### config.mk
export PLATFORM = sky130hd
export DESIGN_NAME = tcx_decode
export DESIGN_NICKNAME = d
export VERILOG_FILES = /design/src/rtl/tcx_pkg.sv /design/src/rtl/tcx_cmp.sv /design/src/rtl/tcx_decode.sv
export VERILOG_INCLUDE_DIRS = /design/src /design/src/rtl
export SDC_FILE = /design/constraint.sdc
export NUM_CORES = 1
export LEC_CHECK = 0
export ABC_AREA = 1
export BUFFER_PORTS_ARGS = -buffer_cell sky130_fd_sc_hd__buf_2
export CAP_MARGIN = 10
export CORE_AREA = 4 4 196 122
export DETAILED_ROUTE_END_ITERATION = 12
export DIE_AREA = 0 0 200 126
export PLACE_DENSITY = 0.81
export REMOVE_ABC_BUFFERS = 1
export SLEW_MARGIN = 40
export SYNTH_ARGS = -nofsm -noshare
export SYNTH_HDL_FRONTEND = slang
export SYNTH_SLANG_ARGS = --single-unit
### constraint.sdc
create_clock -name clk_sys -period 3.64 [get_ports clk_sys]
set_input_delay 0.546 -clock clk_sys [delete_from_list [all_inputs] [get_ports clk_sys]]
set_output_delay 0.546 -clock clk_sys [all_outputs]
set_load 0.02 [all_outputs]
### src/rtl/tcx_regs.svh
// Purpose: constants for the trap, compare and exclusive-OR decode block
// Assumes: 32-bit instruction words, 64-bit general registers
// Notes:   definitions only
`ifndef TCX_REGS_SVH
`define TCX_REGS_SVH

// ----------------------------------------
// primary opcodes
// ----------------------------------------
`define TCX_OP_SPECIAL  6'h00
`define TCX_OP_REG_IMMEDIATE_CLASS   6'h01
`define TCX_OP_EXCLUSIVE_OR_IMM     6'h0E
`define TCX_OP_SYSTEM_CONTROL_COPROC     6'h10
`define TCX_OP_FLOAT_COPROC     6'h11
`define TCX_OP_LL       6'h30
`define TCX_OP_LWC2     6'h32
`define TCX_OP_LLD      6'h34
`define TCX_OP_SC       6'h38
`define TCX_OP_SWC2     6'h3A
`define TCX_OP_SCD      6'h3C

// ----------------------------------------
// special function codes
// ----------------------------------------
`define TCX_FN_XOR      6'h26
`define TCX_FN_TRAP_LESS_REG_UNSIGNED     6'h33
`define TCX_FN_TNE      6'h36
`define TCX_FN_DMUL_LO  6'h1C
`define TCX_FN_DMUL_HI  6'h1F

// ----------------------------------------
// register-immediate rt codes
// ----------------------------------------
`define TCX_RI_TRAP_LESS_IMM     5'h0A
`define TCX_RI_TRAP_LESS_IMM_UNSIGNED    5'h0B
`define TCX_RI_TRAP_NOT_EQUAL_IMM     5'h0E
`define TCX_RI_GRP_BR   2'h0
`define TCX_RI_GRP_TRAP 2'h1
`define TCX_RI_GRP_BRAL 2'h2
`define TCX_RI_GRP_SA   2'h3

// ----------------------------------------
// reset values
// ----------------------------------------
`define TCX_RST_DATA    64'h0000_0000_0000_0000

`endif

### src/rtl/tcx_pkg.sv
// Purpose: types shared by the decode block
// Assumes: nothing
// Notes:   state of the top module is one struct
`default_nettype none
package tcx_pkg;
	timeunit 1ns;
	timeprecision 1ps;
	typedef enum logic [1:0] {
		TCX_CAUSE_NONE  = 2'b00,
		TCX_CAUSE_TRAP  = 2'b01,
		TCX_CAUSE_RSVD  = 2'b10,
		TCX_CAUSE_COPUN = 2'b11
	} tcx_cause_e;

	typedef struct packed {
		logic        done;
		logic        other;
		logic        wr_en;
		logic [4:0]  wr_addr;
		logic [63:0] wr_data;
		logic        exc;
		tcx_cause_e  cause;
		logic [1:0]  cop;
		logic        kill;
	} tcx_state_s;
endpackage
`default_nettype wire

### src/rtl/tcx_cmp.sv
// Purpose: 64-bit compare unit for the trap conditions
// Assumes: operands already forwarded
// Notes:   purely combinational
`default_nettype none
module tcx_cmp #(
	parameter int W = 64
) (
	input  wire logic [W-1:0] a,     // rs operand
	input  wire logic [W-1:0] b,     // rt or extended immediate
	output logic              lt_s,  // signed a < b
	output logic              lt_u,  // unsigned a < b
	output logic              ne     // a != b
);
	timeunit 1ns;
	timeprecision 1ps;
	// unsigned compare on full width only, nothing else feeds it
	assign lt_u = (a < b);
	assign lt_s = ($signed(a) < $signed(b));
	assign ne   = (a != b);
endmodule // tcx_cmp
`default_nettype wire

### src/rtl/tcx_decode.sv
// Purpose: decode and execute of trap, xor and register-immediate class
// Assumes: operands from register file, own last result and one forwarding source
// Notes:   all outputs registered, one cycle after the instruction
`include "tcx_regs.svh"
`default_nettype none
module tcx_decode #(
	parameter int W = 64
) (
	input  wire logic         clk_sys,    // core clock
	input  wire logic         rst_n,      // sync reset, active low
	input  wire logic         clk_en,     // freezes all state when low unless rst_n is low
	input  wire logic         in_valid,   // instruction present
	input  wire logic [31:0]  instr,      // instruction word
	input  wire logic [W-1:0] rs_file,    // rs from register file
	input  wire logic [W-1:0] rt_file,    // rt from register file
	input  wire logic         fwd_en,     // older result in flight
	input  wire logic [4:0]   fwd_addr,   // its destination
	input  wire logic [W-1:0] fwd_data,   // its value
	input  wire logic         cp0_usable, // system_control_coproc allowed
	input  wire logic         cp1_usable, // float_coproc allowed
	output logic              done,       // instruction handled here
	output logic              other,      // valid but for another unit
	output logic              wr_en,      // general_register write
	output logic [4:0]        wr_addr,    // destination
	output logic [W-1:0]      wr_data,    // result
	output logic              exc,        // exception raised
	output var tcx_pkg::tcx_cause_e cause, // exception cause
	output logic [1:0]        cop,        // coprocessor for unusable
	output logic              kill        // flush younger instructions
);
	timeunit 1ns;
	timeprecision 1ps;
	import tcx_pkg::*;

	// ----------------------------------------
	// fields
	// ----------------------------------------
	tcx_state_s st;
	tcx_state_s next_st;
	logic [5:0] op;
	logic [5:0] fn;
	logic [4:0] rs;
	logic [4:0] rt;
	logic [4:0] rd;
	logic [4:0] sa;
	logic [W-1:0] simm;
	logic [W-1:0] zimm;
	logic [W-1:0] a;
	logic [W-1:0] b_reg;
	logic [W-1:0] b_cmp;
	logic lt_s;
	logic lt_u;
	logic ne;
	logic is_ri;

	assign op   = instr[31:26];
	assign rs   = instr[25:21];
	assign rt   = instr[20:16];
	assign rd   = instr[15:11];
	assign sa   = instr[10:6];
	assign fn   = instr[5:0];
	assign simm = {{(W-16){instr[15]}}, instr[15:0]};
	assign zimm = {{(W-16){1'b0}}, instr[15:0]};
	assign is_ri = (op == `TCX_OP_REG_IMMEDIATE_CLASS);

	// ----------------------------------------
	// forwarding
	// ----------------------------------------
	// own last result is youngest, so it beats the outside source
	function automatic logic [W-1:0] fwd(input logic [4:0] ra, input logic [W-1:0] fv);
		logic [W-1:0] v;
		v = fv;
		if (ra == 5'h00)
			v = '0;
		else if (st.wr_en && st.wr_addr == ra)
			v = st.wr_data;
		else if (fwd_en && fwd_addr == ra)
			v = fwd_data;
		return v;
	endfunction

	assign a     = fwd(rs, rs_file);
	assign b_reg = fwd(rt, rt_file);
	// all three immediate trap forms compare against the sign-extended value
	assign b_cmp = is_ri ? simm : b_reg;

	tcx_cmp #(
		.W(W)
	) u_cmp (
		.a   (a),
		.b   (b_cmp),
		.lt_s(lt_s),
		.lt_u(lt_u),
		.ne  (ne)
	);

	// ----------------------------------------
	// decode
	// ----------------------------------------
	always_comb begin
		logic trap;
		trap = 1'b0;
		next_st = st;
		next_st.done  = 1'b0;
		next_st.other = 1'b0;
		next_st.wr_en = 1'b0;
		next_st.exc   = 1'b0;
		next_st.cause = TCX_CAUSE_NONE;
		next_st.cop   = 2'h0;
		next_st.kill  = 1'b0;
		if (in_valid) begin
			next_st.done = 1'b1;
			unique case (op)
				`TCX_OP_SPECIAL: begin
					// code field bits 15..6 never looked at for traps
					if (fn == `TCX_FN_TRAP_LESS_REG_UNSIGNED) begin
						trap = lt_u;
					end else if (fn == `TCX_FN_TNE) begin
						trap = ne;
					end else if (fn == `TCX_FN_XOR && sa == 5'h00) begin
						next_st.wr_en   = (rd != 5'h00);
						next_st.wr_addr = rd;
						next_st.wr_data = a ^ b_reg;
					end else if (fn >= `TCX_FN_DMUL_LO && fn <= `TCX_FN_DMUL_HI) begin
						next_st.exc   = 1'b1;
						next_st.cause = TCX_CAUSE_RSVD;
					end else if (fn == `TCX_FN_XOR) begin
						next_st.exc   = 1'b1;
						next_st.cause = TCX_CAUSE_RSVD;
					end else begin
						next_st.done  = 1'b0;
						next_st.other = 1'b1;
					end
				end
				`TCX_OP_REG_IMMEDIATE_CLASS: begin
					unique case (rt[4:3])
						`TCX_RI_GRP_BR, `TCX_RI_GRP_BRAL: begin
							if (rt[2] == 1'b0) begin
								next_st.done  = 1'b0;
								next_st.other = 1'b1;
							end else begin
								next_st.exc   = 1'b1;
								next_st.cause = TCX_CAUSE_RSVD;
							end
						end
						`TCX_RI_GRP_TRAP: begin
							if (rt == `TCX_RI_TRAP_LESS_IMM) begin
								trap = lt_s;
							end else if (rt == `TCX_RI_TRAP_LESS_IMM_UNSIGNED) begin
								trap = lt_u;
							end else if (rt == `TCX_RI_TRAP_NOT_EQUAL_IMM) begin
								trap = ne;
							end else if (rt[2:0] == 3'h5 || rt[2:0] == 3'h7) begin
								next_st.exc   = 1'b1;
								next_st.cause = TCX_CAUSE_RSVD;
							end else begin
								next_st.done  = 1'b0;
								next_st.other = 1'b1;
							end
						end
						`TCX_RI_GRP_SA: begin
							if (rt[2:1] == 2'h0) begin
								next_st.done  = 1'b0;
								next_st.other = 1'b1;
							end else begin
								next_st.exc   = 1'b1;
								next_st.cause = TCX_CAUSE_RSVD;
							end
						end
					endcase
				end
				`TCX_OP_EXCLUSIVE_OR_IMM: begin
					next_st.wr_en   = (rt != 5'h00);
					next_st.wr_addr = rt;
					next_st.wr_data = a ^ zimm;
				end
				`TCX_OP_LL, `TCX_OP_LLD, `TCX_OP_SC, `TCX_OP_SCD, `TCX_OP_LWC2, `TCX_OP_SWC2: begin
					next_st.exc   = 1'b1;
					next_st.cause = TCX_CAUSE_RSVD;
				end
				`TCX_OP_SYSTEM_CONTROL_COPROC, `TCX_OP_FLOAT_COPROC: begin
					// usable coprocessor work belongs to another unit
					if ((op == `TCX_OP_SYSTEM_CONTROL_COPROC) ? cp0_usable : cp1_usable) begin
						next_st.done  = 1'b0;
						next_st.other = 1'b1;
					end else begin
						next_st.exc   = 1'b1;
						next_st.cause = TCX_CAUSE_COPUN;
						next_st.cop   = {1'b0, op[0]};
					end
				end
				default: begin
					next_st.done  = 1'b0;
					next_st.other = 1'b1;
				end
			endcase
			if (trap) begin
				next_st.exc   = 1'b1;
				next_st.cause = TCX_CAUSE_TRAP;
			end
			next_st.kill = next_st.exc;
		end
	end

	always_ff @(posedge clk_sys) begin
		if (!rst_n) begin
			st <= '{done: 1'b0, other: 1'b0, wr_en: 1'b0, wr_addr: 5'h00,
			        wr_data: `TCX_RST_DATA, exc: 1'b0, cause: TCX_CAUSE_NONE,
			        cop: 2'h0, kill: 1'b0};
		end else if (clk_en) begin
			st <= next_st;
		end
	end

	assign done    = st.done;
	assign other   = st.other;
	assign wr_en   = st.wr_en;
	assign wr_addr = st.wr_addr;
	assign wr_data = st.wr_data;
	assign exc     = st.exc;
	assign cause   = st.cause;
	assign cop     = st.cop;
	assign kill    = st.kill;

	logic go;
	assign go = clk_en && in_valid;
endmodule // tcx_decode
`default_nettype wire

# Word-level counts from Yosys, hierarchy flattened
# Index checks and enable logic that the tools add are counted.
# classes
magnitude_cmp	4
n_eq_ne	29
mux	47
bitwise	2
reduce_logical	21
# ops
operator	count
$mux 64	7
$mux 75	2
$pmux 70 s2	1
$lt 64x64->1	2
$mux 78	1
$mux 70	1
$ne 64x64->1	1
$xor 64x16->64	1
$xor 64x64->64	1
$eq 6x6->1 const B	9
$mux 3	10
$mux 2	11
$eq 5x5->1	4
$eq 5x4->1 const B	3
$logic_not 5->1	3
$eq 6x5->1 const B	2
$pmux 3 s4	1
$reduce_bool 5->1	2
$pmux 3 s3	1
$mux 1	8
$pmux 2 s4	1
$reduce_or 7->1	1
$eq 3x3->1 const B	2
$eq 6x1->1 const B	1
other kinds (17)	27
# totals
reg_bits	78
output_inout_bits	78

# Logic depth before layout (Yosys ltp)
# Gate-level depths: netlist of run 1.
# depth
ltp_word	15
ltp_mapped	32

# Modules after synthesis
# From an unflattened synthesis of run 1, not the netlist that was laid out.
# unflattened
hier_cells	2114
hier_area_um2	11019.3
# by_module_without_submodules
mod	instances	cells_per_inst	area_per_inst_um2	seq_area_each_um2
tcx_decode	1	1836	9281.4	1521.5
tcx_cmp	1	278	1737.9	0.0

# Least setup slack after synthesis of run 1
# No wires, ideal clock.
# synth_timing
path_type	input to register
start	in instr[18]
end	reg st (netlist bit cause[0])
setup_time_ps	132
arrival_ps	3243
t_required_ps	3508
slack_ps	265
stages	25
cell_sequence	buf_4 -> inv_4 -> o22ai_1 -> a221oi_4 -> nand3_2 -> buf_6 -> buf_6 -> nand2_1 -> o211ai_2 -> inv_2 -> o21ai_0 -> ha_1 -> nand2_1 -> nor2_1 -> nand3b_1 -> nor3b_1 -> nand3b_1 -> nor2_1 -> nand2_1 -> nand2_1 -> a21oi_1 -> nand2_1 -> nand2_1 -> nand2_1 -> a21oi_1
# synth_via
elab_chain_cells	15
elab_cells_between_ends	30
cone_classes	order compare: 2; eq/ne: 6; mux: 19; reduce/logical: 3
# synth_lines
element	line_no	text
start, declared	tcx_decode.sv:13	input wire logic [31:0] instr,
branches (longest 13 deep; another with $lt 64x64->1)	-	
$mux 3 (*)	tcx_decode.sv:197	if (trap) begin
$mux 78 (*)	tcx_decode.sv:111	if (in_valid) begin
end signal, assigned	tcx_decode.sv:207	st <= '{done: 1'b0, other: 1'b0, wr_en: 1'b0, wr_addr: 5'h00,
end signal, assigned	tcx_decode.sv:211	st <= next_st;
end, declared	tcx_decode.sv:38	tcx_state_s st;
# Every way passes the cells marked *. The select of a mux whose other input is x is not followed.
# A chain may end at the register's enable or synchronous reset.

# Worst setup path after layout of run 1
# layout_timing
start	in fwd_addr[2]
end	reg st (netlist bit cause[0])
# layout_via
elab_chain_cells	15
elab_cells_between_ends	24
cone_classes	order compare: 2; eq/ne: 3; mux: 17; reduce/logical: 2
# layout_lines
element	line_no	text
start, declared	tcx_decode.sv:17	input wire logic [4:0] fwd_addr,
branches (longest 11 deep; another with $lt 64x64->1)	-	
$pmux 1 s2 (*)	tcx_decode.sv:113	unique case (op)
$mux 1 (*)	tcx_decode.sv:111	
$mux 3 (*)	tcx_decode.sv:197	
$mux 78 (*)	tcx_decode.sv:111	
# Marked as above.

==> results.toml, run 1 <==
[clock_tree]
numCtsBuffers = 9
root_buffer = "clkbuf_16"
cts-htree-levels = 3
cts_hold_buf = 0
tritoncts = "built"
clock-sinks = 76
clock_path_buffers = 2
clk_latency_ns = 0.35
path_clk_slew_ns = 0.06

[sta]
worst_slew_pin_slew_ns = 0.701
fmax_ghz = 0.282
setup_viol = 0
period_share_pct = 97.3
hold_violations = 0
drv_slew = 0
worst_slack_ns = 0.0971
rsz0062_at_grt = "yes"
clock_skew_ns = 0.00679
slew_headroom_pct = 53.2
finalCriticalPeriod_ns = 3.54

[worst_hold_path]
min_to = "done"
holdPathStages = 2
hold_start = "done"
hp-class = "flop to flop"

[detailed_routing]
drtIter0Drc = 1315
wl_per_cell_um = 16.7
wirelength_mm = 44.2
avgViaCountPerCell = 5.50
antenna_left = 0
vias = 14500
drc = 0
first_pass_iters = 6

[global_route]
grt_pass1_wl_mm = 65.5
grt.total_usage_pct = 31.7
grt_max_degree = 72
grt_overflow = 0
grt_pass1_vias = 13200
antenna_found_initial = 2

[power]
leakage_uw = 0.00852
p_switching_uw = 1030
power_frac_seq_pct = 28.7
intPower_uw = 1890
clkPwrFrac_pct = 35.0
p_per_area_nw_per_um2 = 207
switching_share_pct = 35.4
combPwrFrac_pct = 36.3
ir_drop_mv = 0.225

[placed_design]
place_ws_ns = -0.334
hpwl_mm = 31.9
place.gp.congestion = 0.960
io_buffers = 312

[worst_setup_path]
crit_required_ns = 3.92
worstPathMaxFanout = 9
r2r_start = "wr_addr[0]"
cp_slowest_cell = "a221oi_2"
cpPeakStageDelay_ns = 0.27
reg2reg_depth = 22
worst-setup-path-type = "input port to flop"
path_buf_inv = 8
crit_path_frequent_cell = "nand2_1"
r2r_slack_ns = 0.16
cp-start-kind = "input port"
rr_endpoint = "exc"
crit_family = "compound AO/OA/AOI/OAI gates"
end_kind = "flop"
cp_data_arrival_time_ns = 3.82

[synthesis]
avgSynthCellArea_um2 = 5.43
ys_seq_area_share_pct = 14.0
synth_enable_flop_cells = 0
netlist_area_um2 = 10900
yosysUniqueCellTypes = 45
async_flop_share_pct = 0
ys_warn_count = 0
ys_ff_latch = 76
netlist_instances = 2006
synth_ff_type = "dfxtp_1"

[floorplanning]
dieArea_um2 = 25200
die_w_um = 200
placementRows = 42
start_util_pct = 49.7
fp.dieH_um = 126
pin_count = 314
core_um2 = 21900

[final_layout]
diodes = 0
seq_area_um2 = 1530
nNetsFinal = 2651
utilization_pct = 64.4
layout-drive-gt1-share_pct = 26.3
area_growth_pct = 29.6
multi_input_area_um2 = 7810
nFillCells = 2104

[outcome]
status = "completed"

[job]
drv_cap = 0
[worst max path at each step]
| stage | depth (start not counted) | startpoint | slack (ns) | endpoint |
|---|---|---|---|---|
| after CTS | 20 | wr_addr[0] | 0.02 | cause[0] |
| after global routing | 26 | instr[18] | -0.11 | exc |
| after floorplan | 21 | instr[31] | -2.34 | cause[0] |
| after detailed placement | 27 | instr[16] | -0.33 | cause[0] |
| final | 26 | fwd_addr[2] | 0.1 | cause[0] |
| after global placement | 27 | instr[16] | -0.25 | exc |
[registers in the layout (all words and copies together), names as in the netlist]
name and flops:
wr_data 64, wr_addr 5, cause 2, cop 1, done 1, exc 1, other 1, wr_en 1
[cells in the final DEF, fill, tap and decap left out, drive strengths merged]
cell type  instances
nand3b             3
o21ai            260
dfxtp             76
o22ai              5
xor2               4
nor3b              2
or2                1
a21o               1
conb               1
clkbuf            15
nand2            579
a211oi             3
buf              446
a221oi             7
nand3            163
a21oi            112
ha                64
nor3               7
a22oi              1
nand4             20
clkinv             5
nor2             204
o21bai             1
nor4               7
bufinv             2
xnor2              1
inv              303
o211ai            51
a31oi              8
o21a               4
[routing by layer]
metal | track usage, % | routed length, um | vias to the layer above
met3 | 7.74 | 5140 | 72
met4 | 7.58 | 826 | 4
met5 | 0 | 27 | -
met2 | 49.1 | 18900 | 701
met1 | 44.6 | 19300 | 6575
li1 | - | - | 7172
[power by group through the flow]
| stage | sequential [uW] | combinational, uW | clock, uW |
|---|---|---|---|
| floorplan | 864 | 587 | 0 |
| global placement | 859 | 976 | 0 |
| detailed placement | 859 | 1000 | 0 |
| CTS | 840 | 1010 | 1040 |
| global route | 841 | 1190 | 1070 |
| finish | 840 | 1060 | 1020 |
[tightest hold or removal path: cells and delay by family, from the launching register on]
family           cells  cell delay, ns
AND/OR/NAND/NOR      1            0.06
flip-flops           1            0.31
AO/OA/AOI/OAI        1            0.06
[Yosys cell counts, drive strengths merged (2+ instances only)]
cell type | number | share of area, %
inv | 302 | 10
nor4 | 7 | 0.65
o22ai | 5 | 0.29
o21ai | 260 | 12
a21oi | 112 | 5.2
nor3b | 2 | 0.14
nor2 | 204 | 7.0
xor2 | 4 | 0.32
clkinv | 3 | 0.10
a221oi | 7 | 0.72
clkbuf | 61 | 2.1
a211oi | 3 | 0.32
o211ai | 51 | 5.7
nand3b | 3 | 0.21
a31oi | 8 | 0.46
nand3 | 163 | 7.5
buf | 55 | 3.2
nand2 | 579 | 20
nand4 | 20 | 1.1
nor3 | 7 | 0.47
ha | 64 | 7.4
dfxtp | 76 | 14
o21a | 4 | 0.28
[area by class of cell]
cell class | instances | share of cell area (%)
Multi-Input combinational cell | 1509 | 55.3
Timing Repair Buffer | 450 | 21.0
Sequential cell | 76 | 10.8
Inverter | 305 | 8.13
Tap cell | 286 | 2.53
Clock buffer | 11 | 1.72
Clock inverter | 5 | 0.532
[cells by family after synthesis]
group                    count (synthesis)  synth area share, %
AO/OA/AOI/OAI                          453                 25.2
XOR/XNOR                                 5                0.402
adder cells (fa/ha/maj)                 64                 7.35
buffers and inverters                  421                 15.8
flip-flops                              76                 14.0
other                                    1               0.0344
AND/OR/NAND/NOR                        986                 37.2
[repair_timing]
item	in CTS	in global routing
setup endpoints to repair	2	2
resized for setup	1	70
setup buffers	0	11
pin swaps	0	26
gates cloned	0	7
[stage by stage]
| stage | TNS [ns] | hold slack [ns] | cells | area, um2 | power, uW |
|---|---|---|---|---|---|
| 2_1_floorplan | -73.97 | 0.542 | 1890 | 10300 | 1450 |
| 3_3_place_gp | -0.494 | 0.455 | 2608 | 13400 | 1840 |
| 3_5_place_dp | -0.663 | 0.468 | 2608 | 13400 | 1860 |
| 4_1_cts | 0 | 0.478 | 2624 | 13700 | 2880 |
| 5_1_grt | -0.219 | 0.507 | 2642 | 14100 | 3100 |
| 6_report | 0 | 0.474 | 2642 | 14100 | 2930 |
(Power assumes the default switching activity.)
==> inputs of run 2 (changes only) <==
--- a/config.mk
+++ b/config.mk
@@ -7,7 +7,7 @@
 export NUM_CORES = 1
 export LEC_CHECK = 0
 export ABC_AREA = 1
-export BUFFER_PORTS_ARGS = -buffer_cell sky130_fd_sc_hd__buf_2
+export BUFFER_PORTS_ARGS = -buffer_cell sky130_fd_sc_hd__buf_4
 export CAP_MARGIN = 10
 export CORE_AREA = 4 4 196 122
 export DETAILED_ROUTE_END_ITERATION = 12
==> constraint.sdc (replaced) <==
create_clock -name clk_sys -period 3.26 [get_ports clk_sys]
set_input_delay 0.489 -clock clk_sys [delete_from_list [all_inputs] [get_ports clk_sys]]
set_output_delay 0.489 -clock clk_sys [all_outputs]
set_load 0.02 [all_outputs]
==> run 2 against run 1 <==
Net effect:
- final cell count up 2.3%
- sequential cell count unchanged
- clock skew up 0.0040 ns
- die area unchanged
- core utilization up 7.5 points
- largest cell class unchanged
- clock-buffer cell count down 1
- the run now ends with setup timing left
- highest routed layer is now met4
==> results.toml, run 2 (same netlist as run 1, synthesis figures left out) <==
[detailed_routing]
antenna_left = 0
wl_met2_mm = 20.1
met1_length_mm = 19.9
drc = 0
vias = 14900
dr_wl_met3_mm = 5.37
wl_per_cell_um = 17.2
wirelength_mm = 46.5
top_layer_used = "met4"
drtIter0Drc = 1614
avgViaCountPerCell = 5.53
first_pass_iters = 7

[worst_hold_path]
min_to = "wr_addr[4]"
hold_start = "instr[15]"
holdPathStages = 3
hp-class = "input port to flop"

[sta]
period_share_pct = 108
worst_slew_pin_slew_ns = 0.698
clock_skew_ns = 0.0108
hold_violations = 0
finalCriticalPeriod_ns = 3.53
drv_slew = 0
setup_viol = 2
rsz0062_at_grt = "yes"
fmax_ghz = 0.283
worst_slack_ns = -0.269
slew_headroom_pct = 53.0

[worst_setup_path]
r2r_start = "wr_addr[2]"
cpPeakStageDelay_ns = 0.37
rr_endpoint = "cause[0]"
cp_slowest_cell = "dfxtp_4"
crit_chain = "o22ai_1 -> a221oi_4 -> nand3_4 -> buf_8 -> buf_12 -> nand2_4 -> o211ai_4 -> inv_2 -> o21ai_2 -> ha_1 -> nand2_2 -> nor2_4 -> nand4_1 -> buf_4 -> nor3_2 -> nand2_2 -> nand2_2 -> nand2_1 -> nand3_2 -> nand2_2 -> nand2_2 -> nand2_2 -> a21oi_2"
worstPathMaxFanout = 8
cp_data_arrival_time_ns = 3.81
end_kind = "flop"
crit_required_ns = 3.54
cp-start-kind = "flop"
worst-setup-path-type = "flop to flop"
path_buf_inv = 4
crit_family = "simple AND/OR/NAND/NOR gates"
crit_path_frequent_cell = "nand2_2"
r2r_slack_ns = -0.27
reg2reg_depth = 23

[placed_design]
place_area_um2 = 14600
dp.cells = 2655
hpwl_mm = 33.7
place_ws_ns = -0.646
place.gp.congestion = 0.991
io_buffers = 312

[floorplanning]
dieArea_um2 = 25200
fp.dieH_um = 126
core_um2 = 21900
placementRows = 42
start_util_pct = 49.7
die_w_um = 200
pin_count = 314

[final_layout]
fin_cells = 2704
stdcell_area_um2 = 15800
layout-drive-gt1-share_pct = 29.5
nNetsFinal = 2713
diodes = 0
largest_register_ffs = 64
layout_commonest_cell = "nand2_1"
area_growth_pct = 44.8
layout_common_cells = "nand2_1 (556), buf_4 (460), inv_1 (243)"

[job]
drv_cap = 0

[clock_tree]
numCtsBuffers = 9
clock-sinks = 76
clk_latency_ns = 0.36
clock_path_buffers = 2
tritoncts = "built"
root_buffer = "clkbuf_16"
path_clk_slew_ns = 0.06
cts-htree-levels = 3

[global_route]
grt_pass1_vias = 13500
antenna_found_initial = 0
grt_max_degree = 60
grt_overflow = 0
grt.total_usage_pct = 33.4
grt_pass1_wl_mm = 68.9

[power]
leakage_uw = 0.00911
ir_drop_mv = 0.231
p_per_area_nw_per_um2 = 209

[outcome]
violations = "setup timing"
status = "finished with violations"
run 2: power by group:
| part | total (uW) | switching [uW] | internal [uW] |
|---|---|---|---|
| clock network | 991 | 475 | 516 |
| logic | 1370 | 741 | 632 |
| registers | 938 | 5.56 | 932 |
run 2: cell type report:
class | instances | area [um2]
Timing Repair Buffer | 512 | 4470
Tap cell | 286 | 358
Sequential cell | 76 | 1530
Fill cell | 1912 | 6140
Inverter | 305 | 1160
Clock inverter | 6 | 41.3
Multi-Input combinational cell | 1509 | 7990
Clock buffer | 10 | 229
run 2: metrics by stage:
stage	setup TNS, ns	hold WS [ns]	power [uW]	util [%]
2_1_floorplan	-98.02	0.542	1620	-
3_3_place_gp	-1.31	0.457	2160	66.7
3_5_place_dp	-1.27	0.459	2190	66.7
4_1_cts	-0.157	0.420	3220	69.6
5_1_grt	-0.862	0.455	3480	72.0
6_report	-0.536	0.430	3300	72.0
run 2: how the worst max path moves through the flow:
stage | start | endpoint | cells past startpoint
final | wr_addr[2] | cause[0] | 23
after global routing | wr_addr[2] | cause[0] | 23
after CTS | instr[23] | cause[0] | 25
after detailed placement | instr[16] | cause[0] | 24
after global placement | instr[23] | exc | 25
after floorplan | instr[31] | cause[0] | 21
run 2: worst register-to-register path, delay by kind of cell, from the launching register on:
family | cells | cell delay (ns)
fa+ha+maj | 1 | 0.35
simple gates | 13 | 1.42
buf+inv | 4 | 0.67
compound gates | 5 | 0.65
flops | 1 | 0.37
run 2: what timing repair did:
action	CTS	global route
hold buffers	0	0
buffers inserted	9	15
pin swaps	17	52
cloned	3	7
endpoints found under the setup margin	2	2
resized for setup	69	77
run 2: routing by layer:
| layer | global-route usage [%] | vias up |
|---|---|---|
| met2 | 50.8 | 818 |
| met3 | 7.15 | 95 |
| met5 | 0 | - |
| li1 | - | 7287 |
| met4 | 8.58 | 0 |
| met1 | 48.1 | 6742 |
